### config.mk
export PLATFORM = sky130hd
export DESIGN_NAME = nsl1_fsm
export DESIGN_NICKNAME = d
export VERILOG_FILES = /design/src/core/nsl1_pkg.sv /design/src/core/nsl1_fsm.sv
export SDC_FILE = /design/constraint.sdc
export NUM_CORES = 1
export LEC_CHECK = 0
export BUFFER_PORTS_ARGS = -buffer_cell sky130_fd_sc_hd__buf_2
export CORE_MARGIN = 8
export CORE_UTILIZATION = 45
export CTS_CLUSTER_DIAMETER = 100
export DETAILED_ROUTE_END_ITERATION = 8
export GPL_ROUTABILITY_DRIVEN = 0
export PLACE_DENSITY = 0.67
export SETUP_SLACK_MARGIN = 0.02
export SYNTH_ARGS = -nofsm -noshare
export SYNTH_HDL_FRONTEND = slang
export SYNTH_SLANG_ARGS = --single-unit
### constraint.sdc
create_clock -name ref_clk -period 5.7 [get_ports ref_clk]
set_clock_uncertainty 0.1 [all_clocks]
set_input_delay 0.855 -clock ref_clk [delete_from_list [all_inputs] [get_ports ref_clk]]
set_output_delay 0.855 -clock ref_clk [all_outputs]
set_load 0.05 [all_outputs]
### src/core/nsl1_pkg.sv
// Purpose: Shared types and constants for the network-side layer 1 state machine.
// Assumes: One clock domain, synchronous reset.
// Notes:   Transmit signal codes select the maintenance content sent to the line.
`default_nettype none
package nsl1_pkg;
	// ------------------------------------------------------------
	// State encoding (Gray along power off -> wait -> operational)
	// ------------------------------------------------------------
	typedef enum logic [3:0] {
		power_off_state     = 4'h0,
		power_on_wait_state = 4'h1,
		operational_state   = 4'h3,
		st_fail_a           = 4'h2,
		st_remote           = 4'h6,
		st_fail_b           = 4'h7,
		st_line             = 4'h5,
		st_a_remote         = 4'h4,
		st_a_b              = 4'hc,
		st_a_rem_line       = 4'hd,
		st_rem_b            = 4'hf,
		st_b_line           = 4'he,
		st_a_rem_b          = 4'ha,
		st_b_line_all       = 4'hb
	} nsl1_state_t;

	// ------------------------------------------------------------
	// Transmitted signal selection
	// ------------------------------------------------------------
	typedef enum logic [2:0] {
		tx_none       = 3'h0,
		tx_normal     = 3'h1,
		tx_path_rdi   = 3'h2,
		tx_path_ais   = 3'h3,
		tx_sec_path_rdi = 3'h4,
		tx_ais_sec_rdi  = 3'h5
	} nsl1_tx_t;
endpackage
`default_nettype wire

### src/core/nsl1_fsm.sv
// Purpose: Network-side layer 1 maintenance state machine.
// Assumes: Event inputs are single-cycle pulses from logic on ref_clk.
// Notes:   Disappearing-fault transitions are not handled here.
`default_nettype none
module nsl1_fsm
	import nsl1_pkg::*;
(
	input  wire logic    ref_clk,
	input  wire logic    rst,
	input  wire logic    power_loss,
	input  wire logic    power_return,
	input  wire logic    normal_cells,
	input  wire logic    internal_failure_a,
	input  wire logic    remote_defect_received,
	input  wire logic    internal_failure_b,
	input  wire logic    line_or_delineation_loss,
	output nsl1_state_t  state,
	output nsl1_tx_t     tx_signal,
	output logic         ph_activate,
	output logic         ph_deactivate,
	output logic         mph_activate,
	output logic         mph_err_power,
	output logic         mph_err_a,
	output logic         mph_err_remote,
	output logic         mph_err_b,
	output logic         mph_err_line,
	output logic         mph_clr_power
);
	// ------------------------------------------------------------
	// State, line signal and indication registers
	// ------------------------------------------------------------
	nsl1_state_t state_ff;
	nsl1_state_t nxt_state;
	nsl1_tx_t    tx_ff;
	nsl1_tx_t    nxt_tx;
	logic        ph_activate_ff;
	logic        nxt_ph_activate;
	logic        ph_deactivate_ff;
	logic        nxt_ph_deactivate;
	logic        mph_activate_ff;
	logic        nxt_mph_activate;
	logic        err_power_ff;
	logic        nxt_err_power;
	logic        err_a_ff;
	logic        nxt_err_a;
	logic        err_remote_ff;
	logic        nxt_err_remote;
	logic        err_b_ff;
	logic        nxt_err_b;
	logic        err_line_ff;
	logic        nxt_err_line;
	logic        clr_power_ff;
	logic        nxt_clr_power;
	logic        from_op;

	// ------------------------------------------------------------
	// Next state; events checked in priority order, one per cycle
	// ------------------------------------------------------------
	// Power events win over cell and failure events, so a supply
	// drop in the same cycle as a fault still parks the machine in
	// power off. Lower-priority events of that cycle are dropped and
	// give no pulse; the event source must raise them again.
	always_comb begin
		nxt_state         = state_ff;
		nxt_ph_activate   = 1'b0;
		nxt_ph_deactivate = 1'b0;
		nxt_mph_activate  = 1'b0;
		nxt_err_power     = 1'b0;
		nxt_err_a         = 1'b0;
		nxt_err_remote    = 1'b0;
		nxt_err_b         = 1'b0;
		nxt_err_line      = 1'b0;
		nxt_clr_power     = 1'b0;
		from_op           = (state_ff == operational_state);
		if (power_loss) begin
			if (state_ff != power_off_state) begin
				nxt_state         = power_off_state;
				nxt_err_power     = 1'b1;
				nxt_ph_deactivate = from_op;
			end
		end else if (power_return) begin
			if (state_ff == power_off_state) begin
				nxt_state     = power_on_wait_state;
				nxt_clr_power = 1'b1;
			end
		end else if (normal_cells) begin
			if (state_ff != power_off_state && !from_op) begin
				nxt_state        = operational_state;
				nxt_ph_activate  = 1'b1;
				nxt_mph_activate = 1'b1;
			end
		end else if (internal_failure_a) begin
			case (state_ff)
				operational_state,
				power_on_wait_state: nxt_state = st_fail_a;
				st_remote:           nxt_state = st_a_remote;
				st_line:             nxt_state = st_a_rem_line;
				st_fail_b:           nxt_state = st_a_b;
				st_rem_b:            nxt_state = st_a_rem_b;
				st_b_line:           nxt_state = st_b_line_all;
				default:             nxt_state = state_ff;
			endcase
			nxt_err_a         = (nxt_state != state_ff);
			nxt_ph_deactivate = from_op;
		end else if (remote_defect_received) begin
			case (state_ff)
				operational_state,
				power_on_wait_state: nxt_state = st_remote;
				st_fail_a:           nxt_state = st_a_remote;
				st_fail_b:           nxt_state = st_rem_b;
				st_a_b:              nxt_state = st_a_rem_b;
				default:             nxt_state = state_ff;
			endcase
			nxt_err_remote    = (nxt_state != state_ff);
			nxt_ph_deactivate = from_op;
		end else if (internal_failure_b) begin
			case (state_ff)
				operational_state,
				power_on_wait_state: nxt_state = st_fail_b;
				st_fail_a:           nxt_state = st_a_b;
				st_remote:           nxt_state = st_rem_b;
				st_line:             nxt_state = st_b_line;
				st_a_remote:         nxt_state = st_a_rem_b;
				st_a_rem_line:       nxt_state = st_b_line_all;
				default:             nxt_state = state_ff;
			endcase
			nxt_err_b         = (nxt_state != state_ff);
			nxt_ph_deactivate = from_op;
		end else if (line_or_delineation_loss) begin
			case (state_ff)
				operational_state,
				st_remote:           nxt_state = st_line;
				st_fail_a,
				st_a_remote:         nxt_state = st_a_rem_line;
				st_fail_b,
				st_rem_b:            nxt_state = st_b_line;
				st_a_b,
				st_a_rem_b:          nxt_state = st_b_line_all;
				default:             nxt_state = state_ff;
			endcase
			nxt_err_line      = (nxt_state != state_ff);
			nxt_ph_deactivate = from_op;
		end
		// Ignored or impossible events leave everything untouched; this also
		// drops a deactivation raised by a no-change event in operational
		if (nxt_state == state_ff) begin
			nxt_ph_activate   = 1'b0;
			nxt_ph_deactivate = 1'b0;
			nxt_mph_activate  = 1'b0;
			nxt_err_power     = 1'b0;
			nxt_err_a         = 1'b0;
			nxt_err_remote    = 1'b0;
			nxt_err_b         = 1'b0;
			nxt_err_line      = 1'b0;
			nxt_clr_power     = 1'b0;
		end
	end

	// ------------------------------------------------------------
	// Transmitted signal follows the next state
	// ------------------------------------------------------------
	always_comb begin
		case (nxt_state)
			power_off_state,
			power_on_wait_state: nxt_tx = tx_none;
			st_fail_a:           nxt_tx = tx_path_rdi;
			st_a_rem_line:       nxt_tx = tx_sec_path_rdi;
			st_b_line,
			st_b_line_all:       nxt_tx = tx_ais_sec_rdi;
			st_fail_b,
			st_a_b,
			st_rem_b,
			st_a_rem_b:          nxt_tx = tx_path_ais;
			default:             nxt_tx = tx_normal;
		endcase
	end

	// ------------------------------------------------------------
	// State and line signal registers
	// ------------------------------------------------------------
	always_ff @(posedge ref_clk) begin
		if (rst) begin
			state_ff <= power_off_state;
		end else begin
			state_ff <= nxt_state;
		end
	end

	// Taken from the next state so content and state switch on one edge
	always_ff @(posedge ref_clk) begin
		if (rst) begin
			tx_ff <= tx_none;
		end else begin
			tx_ff <= nxt_tx;
		end
	end

	// ------------------------------------------------------------
	// Indication pulses, registered together with the state change
	// ------------------------------------------------------------
	// One flop per primitive keeps each indication its own concern
	always_ff @(posedge ref_clk) begin
		if (rst) begin
			ph_activate_ff <= 1'b0;
		end else begin
			ph_activate_ff <= nxt_ph_activate;
		end
	end

	always_ff @(posedge ref_clk) begin
		if (rst) begin
			ph_deactivate_ff <= 1'b0;
		end else begin
			ph_deactivate_ff <= nxt_ph_deactivate;
		end
	end

	always_ff @(posedge ref_clk) begin
		if (rst) begin
			mph_activate_ff <= 1'b0;
		end else begin
			mph_activate_ff <= nxt_mph_activate;
		end
	end

	always_ff @(posedge ref_clk) begin
		if (rst) begin
			err_power_ff <= 1'b0;
		end else begin
			err_power_ff <= nxt_err_power;
		end
	end

	always_ff @(posedge ref_clk) begin
		if (rst) begin
			err_a_ff <= 1'b0;
		end else begin
			err_a_ff <= nxt_err_a;
		end
	end

	always_ff @(posedge ref_clk) begin
		if (rst) begin
			err_remote_ff <= 1'b0;
		end else begin
			err_remote_ff <= nxt_err_remote;
		end
	end

	always_ff @(posedge ref_clk) begin
		if (rst) begin
			err_b_ff <= 1'b0;
		end else begin
			err_b_ff <= nxt_err_b;
		end
	end

	always_ff @(posedge ref_clk) begin
		if (rst) begin
			err_line_ff <= 1'b0;
		end else begin
			err_line_ff <= nxt_err_line;
		end
	end

	always_ff @(posedge ref_clk) begin
		if (rst) begin
			clr_power_ff <= 1'b0;
		end else begin
			clr_power_ff <= nxt_clr_power;
		end
	end

	// ------------------------------------------------------------
	// Outputs
	// ------------------------------------------------------------
	assign state          = state_ff;
	assign tx_signal      = tx_ff;
	assign ph_activate    = ph_activate_ff;
	assign ph_deactivate  = ph_deactivate_ff;
	assign mph_activate   = mph_activate_ff;
	assign mph_err_power  = err_power_ff;
	assign mph_err_a      = err_a_ff;
	assign mph_err_remote = err_remote_ff;
	assign mph_err_b      = err_b_ff;
	assign mph_err_line   = err_line_ff;
	assign mph_clr_power  = clr_power_ff;
endmodule
`default_nettype wire

==> metrics.txt <==
top-area cell type share of the netlist area 24.42%; P_leak 0.5451 nW; Num Clock Sinks 15; WP buf/inv 1; CP max stage delay 0.88 ns; worst endpoint required time 5.84 ns; Worst-Margin Slew 0.8596 ns; Ports 25; CTS tree done; CP top delay family compound AO/OA/AOI/OAI gates; mapped cell area 1230 sq um; routed len/inst 15.05 um; CTS Buf Count 3; total track usage 13.26%; Final Slew Violations 0; Port Buffers 24; WP data arrival 3.27 ns; slowest cell on the critical path dfxtp_1; register area share after synthesis 24.42%; sequence of cells on the critical path nand2b_1 -> mux2i_1 -> o311ai_0 -> a221oi_1 -> a311o_1 -> inv_1 -> ha_1 -> a2111oi_2 -> a31o_1; Tcrit/Tclk final 54.85%; ys async rst share 0%; Vias per Instance 6.081; clock buffer depth 2; Slew Limit Headroom 42.62%; WS Path Type reg2reg; area post-placement 1250 sq um; CTS H-Tree Depth 1; Final Hold Violating Endpoints 0; Area Growth Syn to Fin 3.764%; top cells by count, synth nor2_1 (16), dfxtp_1 (15), nand2_1 (10); Initial Util 45.78%; n_diodes 0; Mapped Cells 156; vias 1,204; Die Span Y 68.28 um; Synthesized Nets 168; syn avg cell area 7.884 sq um; top_reg_cell synth dfxtp_1; Die X 68.28 um; vias in the first global route 1,065; RSZ-0062 raised after global routing no; startpoint type of the worst setup path register; Core Region 2686 sq um; WL final 2.979 mm; pin count of the biggest net entering global routing 29; CP endpoint kind register; largest area contributor in the netlist dfxtp_1; antenna viol nets, final 0; initial antenna violation count 0; dpl hpwl 2.177 mm; count of max-cap constraint violations 0; Tot Pwr 0.2255 mW; final setup vio count 0; synth top area cells dfxtp_1 (24%), nor2_1 (4.9%), nor2b_1 (4.1%); CTS Hold Buffers Added 0; Row Count 19; flops & latches, synth 15; first-pass GRT wire length 4.871 mm; Synth warnings 0; gr ovfl total 0; Final min period 3.126 ns; Fmax 0.3199 GHz; Worst-path clk slew 0.09 ns; Starting DRT DRC Count 41; Hold Crit Class in2reg; Final Cell Area 1276 sq um; Final #Nets 180; Clock Latency Late Sink 0.29 ns; Synth cell types 57; 1st-pass router iterations 4; PostCTS Resize Cnt 0; number of synthesized flops with an enable pin 0; die footprint 4662 sq um; Critical Path Fanout Max 28; setup TNS 0 ns; CTS Root Cell clkbuf_4; most common cell in the netlist nor2_1; Max VDD drop 0.0001211 V; status finished, final reports clean; P per Cell Area 176.7 nW/um^2; post-CTS setup buffer count 0; layout cells sized above 1 22.16%; DRC viols 0
==> path summary, 6_finish.rpt <==
path / startpoint / to / slack, ns / cells past startpoint
worst max-delay path: state[2]$_SDFF_PP0_ / tx_signal[1]$_SDFF_PP0_ / 2.57 / 9
worst min-delay path: power_loss / mph_activate$_SDFF_PP0_ / 0.75 / 2
worst max register to register: state[2]$_SDFF_PP0_ / tx_signal[1]$_SDFF_PP0_ / 2.57 / 9
worst min register to register: state[0]$_SDFF_PP0_ / ph_deactivate$_SDFF_PP0_ / 0.76 / 2
==> power breakdown <==
part           total, mW  leakage (nW)  internal [mW]  switching [mW]
combinational     0.0509         0.409         0.0172          0.0337
sequential         0.112         0.121          0.107         0.00569
clock             0.0622        0.0150         0.0272          0.0349
total              0.226         0.545          0.151          0.0743
==> flip-flops by register name, indices dropped and copies added (netlist names) <==
| name | flops |
|---|---|
| mph_err_line | 1 |
| mph_err_b | 1 |
| mph_activate | 1 |
| ph_deactivate | 1 |
| mph_err_remote | 1 |
| tx_signal | 3 |
| state | 4 |
| mph_err_power | 1 |
| mph_clr_power | 1 |
| mph_err_a | 1 |
==> worst register-to-register path: cells and delay by family (launching register included) <==
family                     cells  cell delay [ns]
adders and majority gates      1             0.26
buffers and inverters          1             0.09
and+or+nand+nor                1             0.23
muxes                          1             0.16
AOI/OAI and AO/OA              5             1.35
DFF                            1             0.88
==> metrics by stage <==
stage | std cells | util [%] | hold WS [ns] | worst slack, ns
final | 198 | 47.51 | 0.7477 | 2.574
after floorplan | 156 | - | 0.7974 | 2.880
after CTS | 198 | 47.51 | 0.7412 | 2.655
after global placement | 194 | 46.53 | 0.7176 | 2.710
after detailed placement | 194 | 46.53 | 0.7294 | 2.606
after global routing | 198 | 47.51 | 0.7462 | 2.340
==> cell type report <==
class / instances / area (sq um)
fill: 269 / 1410
multi-input combinational: 115 / 757.0
sequential: 15 / 300.3
timing repair buffer: 24 / 120.1
tap: 31 / 38.79
inverter: 9 / 33.78
clock buffer: 4 / 26.28
==> layer usage <==
| layer | vias to the layer above | GRT usage [%] | part of all wire [%] |
|---|---|---|---|
| li1 | 591 | - | - |
| met1 | 576 | 15.30 | 42 |
| met2 | 33 | 22.86 | 51 |
| met3 | 4 | 4.419 | 5.6 |
| met4 | 0 | 3.581 | 0.84 |
| met5 | - | 0 | 0 |
==> cell families after synthesis <==
group           share of synthesized area, %
fa+ha+maj                              3.052
buf+inv                                14.04
mux                                    1.628
compound gates                         29.71
flops                                  24.42
simple gates                           27.16
==> placed cells by master, fill, tap and decap left out, drive strengths merged, types with 2 or more instances in the layout <==
master   count
mux2i        2
o31ai        2
o21ai        7
a2111oi      2
nor3         8
dfxtp       15
nor4         3
o2111ai      2
o211ai       4
buf         24
nor2b        9
a211oi       3
nor2        17
inv          9
and3         4
a21oi        8
nand2       10
nor3b        2
ha           3
a31oi        3
a32oi        2
clkbuf       4
or2          3
(Power assumes the default switching activity.)
